--- src/core/bcd_pkg.sv ---
// Constants and types for the bit-clear and flag-branch decode block
package bcd_pkg;

    // ****************************************************************
    // Widths
    // ****************************************************************
    localparam int PC_W    = 21;
    localparam int FADDR_W = 12;
    localparam int DATA_W  = 8;
    localparam int APB_AW  = 8;

    // ****************************************************************
    // Opcode fields
    // ****************************************************************
    localparam logic [3:0] OPC_BIT_CLEAR  = 4'h9;
    localparam logic [3:0] OPC_COND_BR    = 4'he;
    localparam logic [3:0] COND_CARRY     = 4'h2;
    localparam logic [3:0] COND_NO_CARRY  = 4'h3;
    localparam logic [3:0] COND_NO_OVFL   = 4'h5;
    localparam logic [3:0] COND_NEGATIVE  = 4'h6;
    localparam logic [3:0] COND_NON_NEG   = 4'h7;

    // ****************************************************************
    // File addressing and program counter step
    // ****************************************************************
    localparam logic [7:0] IDX_LIMIT      = 8'h5f;
    localparam logic [7:0] ACCESS_SPLIT   = 8'h60;
    localparam logic [3:0] ACCESS_LO_BANK = 4'h0;
    localparam logic [3:0] ACCESS_HI_BANK = 4'hf;
    localparam logic [PC_W-1:0] PC_STEP   = 21'h000002;

    // ****************************************************************
    // Register map, field positions and reset values
    // ****************************************************************
    localparam logic [APB_AW-1:0] REG_CTRL  = 8'h00;
    localparam logic [APB_AW-1:0] REG_BANK  = 8'h04;
    localparam logic [APB_AW-1:0] REG_STAT  = 8'h08;
    localparam logic [APB_AW-1:0] REG_PC    = 8'h0c;
    localparam logic [APB_AW-1:0] REG_COUNT = 8'h10;

    localparam int CTRL_EXT_BIT   = 0;
    localparam int STAT_BUSY_BIT  = 0;
    localparam int STAT_UNSUP_BIT = 1;
    localparam int STAT_TAKEN_BIT = 2;
    localparam int STAT_FLUSH_BIT = 3;

    localparam logic            CTRL_EXT_RST = 1'b0;
    localparam logic [3:0]      BANK_RST     = 4'h0;
    localparam logic [PC_W-1:0] PC_RST       = 21'h000000;
    localparam logic [15:0]     COUNT_RST    = 16'h0000;

    // ****************************************************************
    // Types
    // ****************************************************************
    typedef enum logic [2:0] {
        ST_IDLE  = 3'b001,
        ST_EXEC  = 3'b010,
        ST_FLUSH = 3'b100
    } bcd_state_t;

endpackage : bcd_pkg

--- src/core/bcd_core.sv ---
// Bit-clear and flag-branch decode/execute with APB control registers
//
// Implementation choices: the APB register port and the register addresses.
`timescale 1ns/100ps
module bcd_core (
    input  wire logic                       clk,
    input  wire logic                       srst,
    input  wire logic [bcd_pkg::APB_AW-1:0] paddr,
    input  wire logic                       psel,
    input  wire logic                       penable,
    input  wire logic                       pwrite,
    input  wire logic [31:0]                pwdata,
    output logic      [31:0]                prdata,
    output logic                            pready,
    output logic                            pslverr,
    input  wire logic                       instr_valid,
    input  wire logic [15:0]                instr_word,
    input  wire logic [bcd_pkg::PC_W-1:0]   instr_addr,
    output logic                            instr_ready,
    input  wire logic                       flag_carry,
    input  wire logic                       flag_negative,
    input  wire logic                       flag_overflow,
    output logic                            flag_wr_en,
    input  wire logic [bcd_pkg::FADDR_W-1:0] idx_base,
    output logic                            rf_rd_en,
    output logic      [bcd_pkg::FADDR_W-1:0] rf_rd_addr,
    input  wire logic [bcd_pkg::DATA_W-1:0] rf_rd_data,
    output logic                            rf_wr_en,
    output logic      [bcd_pkg::FADDR_W-1:0] rf_wr_addr,
    output logic      [bcd_pkg::DATA_W-1:0] rf_wr_data,
    output logic                            pc_load,
    output logic      [bcd_pkg::PC_W-1:0]   pc_out
);

    // ****************************************************************
    // Phase enables and state
    // ****************************************************************
    logic [3:0]                   phase;
    bcd_pkg::bcd_state_t          state_q;
    logic                         accept;
    logic                         is_bcf_w;
    logic                         is_br_w;
    logic [bcd_pkg::FADDR_W-1:0]  faddr_w;
    logic                         is_bcf_q;
    logic                         is_br_q;
    logic [3:0]                   cond_q;
    logic [2:0]                   bit_q;
    logic [7:0]                   n_q;
    logic [bcd_pkg::PC_W-1:0]     here_q;
    logic [bcd_pkg::DATA_W-1:0]   rd_data_q;
    logic                         taken_w;
    logic [bcd_pkg::PC_W-1:0]     target_w;
    logic                         ext_en_q;
    logic [3:0]                   bank_q;
    logic                         unsup_q;
    logic                         taken_q;
    logic [15:0]                  count_q;
    logic                         apb_wr;
    logic                         mapped_w;
    logic [31:0]                  rd_mux_w;
    logic                         err_q;
    logic [31:0]                  prdata_q;

    bcd_phase_gen u_phase (
        .clk   (clk),
        .srst  (srst),
        .phase (phase)
    );

    // Ready only in the first phase of a free instruction cycle
    assign instr_ready = phase[0] && (state_q == bcd_pkg::ST_IDLE);
    assign accept      = instr_ready && instr_valid;

    // ****************************************************************
    // Decode (first phase)
    // ****************************************************************
    always_comb begin
        is_bcf_w = (instr_word[15:12] == bcd_pkg::OPC_BIT_CLEAR);
        is_br_w  = 1'b0;
        if (instr_word[15:12] == bcd_pkg::OPC_COND_BR) begin
            case (instr_word[11:8])
                bcd_pkg::COND_CARRY:    is_br_w = 1'b1;
                bcd_pkg::COND_NO_CARRY: is_br_w = 1'b1;
                bcd_pkg::COND_NO_OVFL:  is_br_w = 1'b1;
                bcd_pkg::COND_NEGATIVE: is_br_w = 1'b1;
                bcd_pkg::COND_NON_NEG:  is_br_w = 1'b1;
                default:                is_br_w = 1'b0;
            endcase
        end
    end

    // File address resolution for the operand
    always_comb begin
        if (instr_word[8]) begin
            faddr_w = {bank_q, instr_word[7:0]};
        end else if (ext_en_q && (instr_word[7:0] <= bcd_pkg::IDX_LIMIT))
        begin
            // Wraps at 4K like the data space itself
            faddr_w = idx_base + {4'h0, instr_word[7:0]};
        end else if (instr_word[7:0] < bcd_pkg::ACCESS_SPLIT) begin
            faddr_w = {bcd_pkg::ACCESS_LO_BANK, instr_word[7:0]};
        end else begin
            faddr_w = {bcd_pkg::ACCESS_HI_BANK, instr_word[7:0]};
        end
    end

    // ****************************************************************
    // Cycle sequencing
    // ****************************************************************
    always_ff @(posedge clk) begin
        if (srst) begin
            state_q <= bcd_pkg::ST_IDLE;
        end else begin
            case (state_q)
                bcd_pkg::ST_IDLE: begin
                    if (accept && (is_bcf_w || is_br_w)) begin
                        state_q <= bcd_pkg::ST_EXEC;
                    end
                end
                bcd_pkg::ST_EXEC: begin
                    if (phase[3]) begin
                        // Taken branch costs a whole extra cycle
                        state_q <= (is_br_q && taken_q) ? bcd_pkg::ST_FLUSH
                                                        : bcd_pkg::ST_IDLE;
                    end
                end
                bcd_pkg::ST_FLUSH: begin
                    if (phase[3]) begin
                        state_q <= bcd_pkg::ST_IDLE;
                    end
                end
                default: state_q <= bcd_pkg::ST_IDLE;
            endcase
        end
    end

    // Latched instruction fields
    always_ff @(posedge clk) begin
        if (srst) begin
            is_bcf_q <= 1'b0;
            is_br_q  <= 1'b0;
            cond_q   <= 4'h0;
            bit_q    <= 3'h0;
            n_q      <= 8'h00;
            here_q   <= bcd_pkg::PC_RST;
        end else if (accept) begin
            is_bcf_q <= is_bcf_w;
            is_br_q  <= is_br_w;
            cond_q   <= instr_word[11:8];
            bit_q    <= instr_word[11:9];
            n_q      <= instr_word[7:0];
            here_q   <= instr_addr;
        end
    end

    // ****************************************************************
    // File register read-modify-write
    // ****************************************************************
    always_ff @(posedge clk) begin
        if (srst) begin
            rf_rd_en   <= 1'b0;
            rf_rd_addr <= '0;
            rd_data_q  <= '0;
            rf_wr_en   <= 1'b0;
            rf_wr_addr <= '0;
            rf_wr_data <= '0;
        end else begin
            if (accept && is_bcf_w) begin
                rf_rd_en   <= 1'b1;
                rf_rd_addr <= faddr_w;
            end else if (phase[1]) begin
                rf_rd_en <= 1'b0;
            end
            if (phase[1] && rf_rd_en) begin
                rd_data_q <= rf_rd_data;
            end
            if (phase[2] && (state_q == bcd_pkg::ST_EXEC) && is_bcf_q) begin
                rf_wr_en   <= 1'b1;
                rf_wr_addr <= rf_rd_addr;
                rf_wr_data <= rd_data_q & ~(8'h01 << bit_q);
            end else if (phase[3]) begin
                rf_wr_en <= 1'b0;
            end
        end
    end

    // ****************************************************************
    // Branch evaluation and program counter
    // ****************************************************************
    always_comb begin
        case (cond_q)
            bcd_pkg::COND_CARRY:    taken_w = flag_carry;
            bcd_pkg::COND_NO_CARRY: taken_w = !flag_carry;
            bcd_pkg::COND_NO_OVFL:  taken_w = !flag_overflow;
            bcd_pkg::COND_NEGATIVE: taken_w = flag_negative;
            bcd_pkg::COND_NON_NEG:  taken_w = !flag_negative;
            default:                taken_w = 1'b0;
        endcase
    end

    // Sign-extended offset, doubled, on top of the advanced counter
    assign target_w = here_q + bcd_pkg::PC_STEP
                    + {{(bcd_pkg::PC_W-9){n_q[7]}}, n_q, 1'b0};

    always_ff @(posedge clk) begin
        if (srst) begin
            pc_out  <= bcd_pkg::PC_RST;
            pc_load <= 1'b0;
            taken_q <= 1'b0;
        end else begin
            if (phase[2] && (state_q == bcd_pkg::ST_EXEC)) begin
                if (is_br_q && taken_w) begin
                    pc_out  <= target_w;
                    pc_load <= 1'b1;
                    taken_q <= 1'b1;
                end else begin
                    pc_out  <= here_q + bcd_pkg::PC_STEP;
                    taken_q <= 1'b0;
                end
            end else if (phase[3]) begin
                pc_load <= 1'b0;
            end
        end
    end

    // Status flags belong to the ALU; this block never writes them
    always_ff @(posedge clk) begin
        if (srst) begin
            flag_wr_en <= 1'b0;
        end else begin
            flag_wr_en <= 1'b0;
        end
    end

    // ****************************************************************
    // APB slave, zero wait states
    // ****************************************************************
    assign pready  = 1'b1;
    assign pslverr = psel && penable && err_q;
    assign prdata  = prdata_q;
    assign apb_wr  = psel && penable && pwrite && !err_q;

    always_comb begin
        mapped_w = 1'b1;
        rd_mux_w = 32'h00000000;
        case (paddr)
            bcd_pkg::REG_CTRL:  rd_mux_w[bcd_pkg::CTRL_EXT_BIT] = ext_en_q;
            bcd_pkg::REG_BANK:  rd_mux_w[3:0] = bank_q;
            bcd_pkg::REG_STAT: begin
                rd_mux_w[bcd_pkg::STAT_BUSY_BIT] =
                    (state_q != bcd_pkg::ST_IDLE);
                rd_mux_w[bcd_pkg::STAT_UNSUP_BIT] = unsup_q;
                rd_mux_w[bcd_pkg::STAT_TAKEN_BIT] = taken_q;
                rd_mux_w[bcd_pkg::STAT_FLUSH_BIT] =
                    (state_q == bcd_pkg::ST_FLUSH);
            end
            bcd_pkg::REG_PC:    rd_mux_w[bcd_pkg::PC_W-1:0] = pc_out;
            bcd_pkg::REG_COUNT: rd_mux_w[15:0] = count_q;
            default:            mapped_w = 1'b0;
        endcase
    end

    // Read data and error decided in the setup cycle
    always_ff @(posedge clk) begin
        if (srst) begin
            prdata_q <= 32'h00000000;
            err_q    <= 1'b0;
        end else if (psel && !penable) begin
            prdata_q <= pwrite ? 32'h00000000 : rd_mux_w;
            err_q    <= !mapped_w;
        end
    end

    always_ff @(posedge clk) begin
        if (srst) begin
            ext_en_q <= bcd_pkg::CTRL_EXT_RST;
            bank_q   <= bcd_pkg::BANK_RST;
        end else if (apb_wr) begin
            if (paddr == bcd_pkg::REG_CTRL) begin
                ext_en_q <= pwdata[bcd_pkg::CTRL_EXT_BIT];
            end
            if (paddr == bcd_pkg::REG_BANK) begin
                bank_q <= pwdata[3:0];
            end
        end
    end

    // Sticky unsupported-opcode flag: a new event beats the clear
    always_ff @(posedge clk) begin
        if (srst) begin
            unsup_q <= 1'b0;
        end else if (accept && !is_bcf_w && !is_br_w) begin
            unsup_q <= 1'b1;
        end else if (apb_wr && (paddr == bcd_pkg::REG_STAT)
                     && pwdata[bcd_pkg::STAT_UNSUP_BIT]) begin
            unsup_q <= 1'b0;
        end
    end

    always_ff @(posedge clk) begin
        if (srst) begin
            count_q <= bcd_pkg::COUNT_RST;
        end else if (phase[3] && (state_q == bcd_pkg::ST_EXEC)) begin
            count_q <= count_q + 16'h0001;
        end
    end
endmodule : bcd_core

--- src/core/bcd_phase_gen.sv ---
// Four-phase instruction cycle generator, one-hot phase enables
`timescale 1ns/100ps
module bcd_phase_gen (
    input  wire logic       clk,
    input  wire logic       srst,
    output logic      [3:0] phase
);

    logic [3:0] phase_q;

    // Rotating one-hot; restarts at the first phase on reset
    always_ff @(posedge clk) begin
        if (srst) begin
            phase_q <= 4'h1;
        end else begin
            phase_q <= {phase_q[2:0], phase_q[3]};
        end
    end

    assign phase = phase_q;

endmodule : bcd_phase_gen

--- config.mk ---
export PLATFORM = sky130hd
export DESIGN_NAME = bcd_core
export DESIGN_NICKNAME = d
export VERILOG_FILES = /design/src/core/bcd_pkg.sv /design/src/core/bcd_core.sv /design/src/core/bcd_phase_gen.sv
export SDC_FILE = /design/constraint.sdc
export NUM_CORES = 1
export LEC_CHECK = 0
export BUFFER_PORTS_ARGS = -buffer_cell sky130_fd_sc_hd__buf_2
export CAP_MARGIN = 20
export CORE_MARGIN = 2
export CORE_UTILIZATION = 50
export CTS_BUF_LIST = sky130_fd_sc_hd__clkbuf_16
export CTS_CLUSTER_SIZE = 24
export DETAILED_ROUTE_END_ITERATION = 10
export GPL_TIMING_DRIVEN = 0
export PLACE_DENSITY_LB_ADDON = 0.3
export SKIP_CTS_REPAIR_TIMING = 1
export SLEW_MARGIN = 10
export SYNTH_ARGS = -nofsm -noshare
export SYNTH_HDL_FRONTEND = slang
export SYNTH_SLANG_ARGS = --single-unit
export TNS_END_PERCENT = 10
--- constraint.sdc ---
create_clock -name clk -period 9.8 [get_ports clk]
set_input_delay 1.47 -clock clk [delete_from_list [all_inputs] [get_ports clk]]
set_output_delay 1.47 -clock clk [all_outputs]
set_load 0.02 [all_outputs]
* Word-level counts from Yosys, hierarchy flattened *
Cells that the tools add are included.

word-level totals
  output and inout port bits = 92
  bits of input ports = 106
  register bits = 165

cells by class
  $add $sub $neg = 4
  bitwise logic cells = 2
  shift operators = 1
  reductions and logical operators = 40
  order comparisons = 2
  multiplexer cells = 27
  equality and inequality tests = 24

operator list
  kind                                                  count
  two-way mux 21 bit                                    2
  two-way mux 12 bit                                    3
  == test 4 x 3 -> 1 bit (second input constant)        6
  case mux 12 bit (2 select lines)                      1
  adder 21 x 2 -> 21 bit (second input constant)        1
  adder 21 bit                                          1
  logical AND 1 bit                                     20
  adder 16 x 1 -> 16 bit (second input constant)        1
  == test 4 x 2 -> 1 bit (second input constant)        4
  == test 8 x 4 -> 1 bit (second input constant)        2
  adder 12 x 8 -> 12 bit                                1
  two-way mux 1 bit                                     12
  two-way mux 3 bit                                     4
  case mux 3 bit (4 select lines)                       1
  case mux 1 bit (5 select lines)                       2
  OR reduction 5 bit                                    2
  case mux 3 bit (3 select lines)                       1
  AND 8 bit                                             1
  == test 4 bit (second input constant)                 2
  == test 8 x 3 -> 1 bit (second input constant)        1
  == test 8 x 5 -> 1 bit (second input constant)        1
  <= comparator 8 x 7 -> 1 bit (second input constant)  1
  logical NOT 1 bit                                     8
  logical NOT 8 bit                                     1
  13 further kinds                                      21

* Depth between registers and ports, before layout *
  depth in word-level cells = 8
  mapped depth = 15
  mapped depth without buffers = 15

* By module *
Synthesis repeated with hierarchy kept, for this count alone.

second synthesis, totals
  cell total of the unflattened synthesis = 989
  area, all modules = 7823.8 um2

by module, submodules not included
  module         area each (um2)  cells each  times used  seq. area each (um2)
  bcd_core       7711.1           981         1           2942.8
  bcd_phase_gen  112.6            8           1           80.1

* Least setup slack after synthesis *
Ideal clock, no wire load.

  path kind = in2reg
  start = input port instr_word[0]
  end = register rf_rd_addr[10] (netlist bit)
  library setup time = 0.132 ns
  data arrival time = 3.213 ns
  path buffers = 0
  slack = 6.455 ns
  cell stages on the path = 11
  cells stage by stage = ha_1 -> inv_1 -> fa_1 -> nor2b_1 -> o21ai_0 -> nand2b_1 -> a21oi_1 -> o21ai_0 -> mux2i_1 -> o311ai_0 -> a21oi_1

on the way
  word-level cells in the longest chain between the ends = 4
  elaborated cells on any way between the ends = 7

RTL lines
  what                                                                                 RTL line                         RTL
  from (decl)                                                                          bcd_core.sv:17                   input wire logic [15:0] instr_word,
  less-than comparator 8 x 7 -> 1 bit or <= comparator 8 x 7 -> 1 bit (tied branches)  bcd_core.sv:100, bcd_core.sv:96
  two-way mux 12 bit or logical AND 1 bit (tied branches)                              bcd_core.sv:100, bcd_core.sv:96
  two-way mux 12 bit (*)                                                               bcd_core.sv:96                   end else if (ext_en_q && (instr_word[7:0] <= bcd_pkg::IDX_LIMIT))
  two-way mux 12 bit (*)                                                               bcd_core.sv:94                   if (instr_word[8]) begin
  to (signal assigned)                                                                 bcd_core.sv:170                  rf_rd_addr <= faddr_w;
  to (decl)                                                                            bcd_core.sv:26                   output logic [bcd_pkg::FADDR_W-1:0] rf_rd_addr,

Mark *: on every way between the ends. The rest lies on a longest branch, timed or not.
A chain may end at the register's enable or synchronous reset.

* Worst setup path in the final report *
  start = register here_q[1] (netlist bit)
  end = register pc_out[20] (netlist bit)

on the way
  word-level cells in the longest chain between the ends = 3

RTL lines
  what                        RTL line                          RTL
  from (decl)                 bcd_core.sv:49                    logic [bcd_pkg::PC_W-1:0] here_q;
  from (signal assigned)      bcd_core.sv:145                   here_q <= bcd_pkg::PC_RST;
  from (signal assigned)      bcd_core.sv:152                   here_q <= instr_addr;
  adder 21 x 2 -> 21 bit (*)  bcd_core.sv:202, bcd_core.sv:217
  adder 21 bit                bcd_core.sv:203                   + {{(bcd_pkg::PC_W-9){n_q[7]}}, n_q, 1'b0};
  two-way mux 21 bit (*)      bcd_core.sv:212                   if (is_br_q && taken_w) begin
  to (signal assigned)        bcd_core.sv:207                   pc_out <= bcd_pkg::PC_RST;
  to (signal assigned)        bcd_core.sv:213                   pc_out <= target_w;
  to (signal assigned)        bcd_core.sv:217                   pc_out <= here_q + bcd_pkg::PC_STEP;
  to (decl)                   bcd_core.sv:32                    output logic [bcd_pkg::PC_W-1:0] pc_out

Marked as above.

==> implementation parameters <==
Parameter                              Value

Finish
  Antenna diodes ... 0
  Fin nets ... 1,312
  Area growth from synthesis to layout ... 21.6%
  Final standard cell area without fillers ... 0.00951 sq mm
  Count of filler cells inserted in the layout ... 1,361
  Proportion of layout cells with a drive suffix above 1 ... 17.8%
  Share of the core filled with cells in the final layout ... 62.3%
  Number of non-filler instances in the completed layout ... 1,395

Global routing
  GRT busiest layer ... met2
  Number of antenna violations at the first check in global routing ... 0
  Met3 usage in global routing ... 5.33%
  Wire length of the first global-routing pass ... 34.1 mm
  Largest net degree at the start of global routing ... 19
  Met2 Resource Use GR ... 42.8%
  Overall fraction of global-route tracks in use ... 26.0%
  Number of global-route vias before repair ... 6,961
  Overflow after GRT ... 0
  Met1 track demand over resource in global routing ... 34.7%

Worst setup path
  Sort of element at the start of the critical path ... flop
  Setup slack on the worst flop-to-flop path ... 6130 ps
  Element type at the critical path end ... flop
  Max FO, Critical Path ... 6
  Required @ worst endpoint ... 10,170 ps
  Path type of the worst setup path ... reg2reg
  Signal arrival time at the worst endpoint ... 4040 ps

Synth
  Share of Yosys cell area claimed by the top area cell type ... 38.6%
  Area of the mapped netlist ... 0.00783 sq mm
  Count of flip-flops with a built-in enable after synthesis ... 0
  Number of distinct standard cells referenced by the synthesized netlist ... 58
  Portion of the post-synthesis area used by sequential elements ... 38.6%
  Most used DFF post-synth ... dfxtp_1
  Leading cell types by total area after synthesis ... dfxtp_1 (39%), nand2_1 (8.9%), a21oi_1 (7.7%)
  Flop and latch count out of synthesis ... 151
  Synthesized area per cell ... 7.93 sq um
  Post-synthesis async set-or-reset flop share ... 0%
  Yosys warning total ... 0
  Cells after synthesis ... 987
  Library cell with the largest summed area after synthesis ... dfxtp_1

CTS
  Number of sinks driven by the clock tree ... 151
  Clock tree root buffer cell ... clkbuf_16
  CTS buffer count ... 17
  Clock slew seen by the registers of the worst setup and hold paths ... 60 ps
  Clk_lat worst skew ... 430 ps
  Clock tree buffer depth ... 2
  H-Tree Level Count ... 4
  Clock tree from TritonCTS ... yes

STA
  Maximum achievable frequency ... 272 MHz
  Fin Hold WS ... 446 ps
  Worst clock skew ... 7.25 ps
  Sum of negative setup slack ... 0 ps
  Count of endpoints failing setup in the final report ... 0
  Final Cycle Share ... 37.5%
  Normalized max-slew margin ... 46.6%
  Final count of pins violating max slew ... 0
  Final-report hold violation count ... 0
  RSZ-0062 raised after global routing ... false
  Transition time at the pin with the least slew margin ... 800 ps
  Final critical delay including setup and external delays ... 3670 ps

Floorplan
  Chip Width ... 129 um
  Number of primary I/O pins ... 198
  Core Rows ... 45
  Effective utilization at floorplan ... 51.3%
  Core ar. ... 0.0153 sq mm
  Die Y ... 129 um
  Die Footprint ... 0.0167 sq mm

Routing
  Via density ... 5.44
  Final routed wirelength across all metal layers ... 22.1 mm
  Count of vias placed by the detailed router ... 7,592
  1st-pass router iterations ... 5
  DRC violation total after the first TritonRoute iteration ... 566
  Remaining routing DRC violations ... 0
  Detail Route Antenna Nets ... 0
  Detail-routed net length per standard cell ... 15.9 um

Power and ir drop
  Leakage dissipation ... 0.00403 uW
  Worst-case vdd ir drop ... 0.121 mV
  Power per Cell Area ... 152 mW/mm^2

Place
  # port buffers ... 154
  Cell total after placement ... 1,363
  Cell area after placement ... 0.00890 sq mm
  Estimated wirelength of the detail-placed design ... 17.2 mm
  GPL Wtd Cong ... 0.899

Run status
  Outcome ... completed

Hold path
  Worst hold path class ... reg2reg

Job
  Maximum Capacitance Violations ... 0
## metrics by stage
stage	power, uW	setup slack (ps)
final	1450	6130
after global routing	1500	5910
after CTS	1450	6170
after detailed placement	780	6050
after global placement	779	6030
after floorplan	734	6460
## metal layers
layer	share of wire, %	vias to the layer above
li1	-	3791
met1	45	3525
met2	47	254
met3	6.6	22
met4	1.4	0
met5	0	-
## cells by family (layout without fill, tap and decap cells)
kind of cell / Yosys count / after routing / synth area share, %
AOI/OAI and AO/OA: 246 / 246 / 19.3
xor gates and xnor gates: 53 / 53 / 5.93
adders and majority gates: 35 / 35 / 5.79
buffers and inverters: 85 / 271 / 4.86
DFF: 151 / 151 / 38.6
muxes: 18 / 18 / 2.30
other: 2 / 13 / 0.0960
and+or+nand+nor: 397 / 397 / 23.1
## registers in the layout, indices dropped and copies added (netlist names), 12 cells and up
| signal | flops |
|---|---|
| rf_wr_addr | 12 |
| rf_rd_addr | 12 |
| count_q | 16 |
| here_q | 21 |
| prdata | 21 |
| pc_out | 21 |
## worst paths after layout
path,start,to,cells past startpoint
setup reg to reg,here_q[1],pc_out[20],13
hold reg to reg,rf_wr_data[5],rf_wr_data[5],2
setup / recovery,here_q[1],pc_out[20],13
hold / removal,rf_wr_data[5],rf_wr_data[5],2
## cell type report
type                       instances  area [sq um]  share of cell area [%]
multi-input combinational        762          4460                    46.9
sequential                       151          3020                    31.8
timing repair buffer             154           771                    8.10
clock buffer                      17           425                    4.47
buffer                            68           317                    3.33
tap                              211           264                    2.78
clock inverter                    15           185                    1.95
inverter                          17          63.8                   0.671
## layout by cell type, fill, tap and decap left out, types with 5 or more instances in the layout
| master | n |
|---|---|
| nand4_1 | 7 |
| a21o_1 | 14 |
| o311ai_0 | 5 |
| inv_1 | 17 |
| dfxtp_1 | 151 |
| a211oi_1 | 18 |
| a311oi_1 | 6 |
| clkbuf_16 | 17 |
| mux2i_1 | 18 |
| o211ai_1 | 7 |
| nor3_1 | 10 |
| nand3_1 | 42 |
| and2_1 | 5 |
| nor3b_1 | 6 |
| nand2_1 | 185 |
| buf_4 | 13 |
| nand2b_1 | 11 |
| conb_1 | 13 |
| a21oi_1 | 120 |
| a22oi_1 | 25 |
| ha_1 | 33 |
| o21ai_0 | 22 |
| and3_1 | 18 |
| clkbuf_1 | 42 |
| nor2_1 | 77 |
| xnor2_1 | 27 |
| or3_1 | 5 |
| buf_2 | 164 |
| xor2_1 | 26 |
| nor2b_1 | 11 |
## power by group
group | leakage (uW) | internal (uW) | switching [uW]
Sequential | 0.00122 | 623 | 9.23
Clock | 0.000295 | 422 | 254
Combinational | 0.00251 | 53.3 | 83.9
Total | 0.00403 | 1100 | 347
## critical path: stages, from the launching register on
cell	delay [ps]
dfxtp_1	430
ha_1	240
and3_1	240
and2_1	240
nand4_1	140
xnor2_1	300
ha_1	370
a21o_1	230
o21bai_1	170
nor2b_1	140
nor4_1	350
xor2_1	140
or4b_1	530
nand3_1	90
## cell usage after synthesis (4+ instances only)
cell        n
nor3b_1     6
buf_2      10
nand2b_1   11
xor2_1     26
and3_1     18
a211oi_1   18
and2_1      5
inv_1      16
nor2b_1    11
nand2_1   185
a21o_1     14
ha_1       33
a311oi_1    6
nor3_1     10
nand3_1    42
nor2_1     77
o211ai_1    7
or3_1       5
o311ai_0    5
xnor2_1    27
a22oi_1    25
buf_4      13
a21oi_1   120
mux2i_1    18
nand4_1     7
dfxtp_1   151
a31oi_1     4
o21ai_0    22
o21bai_1    4
clkbuf_1   42
Note: power is estimated with default switching activity, not from simulation.
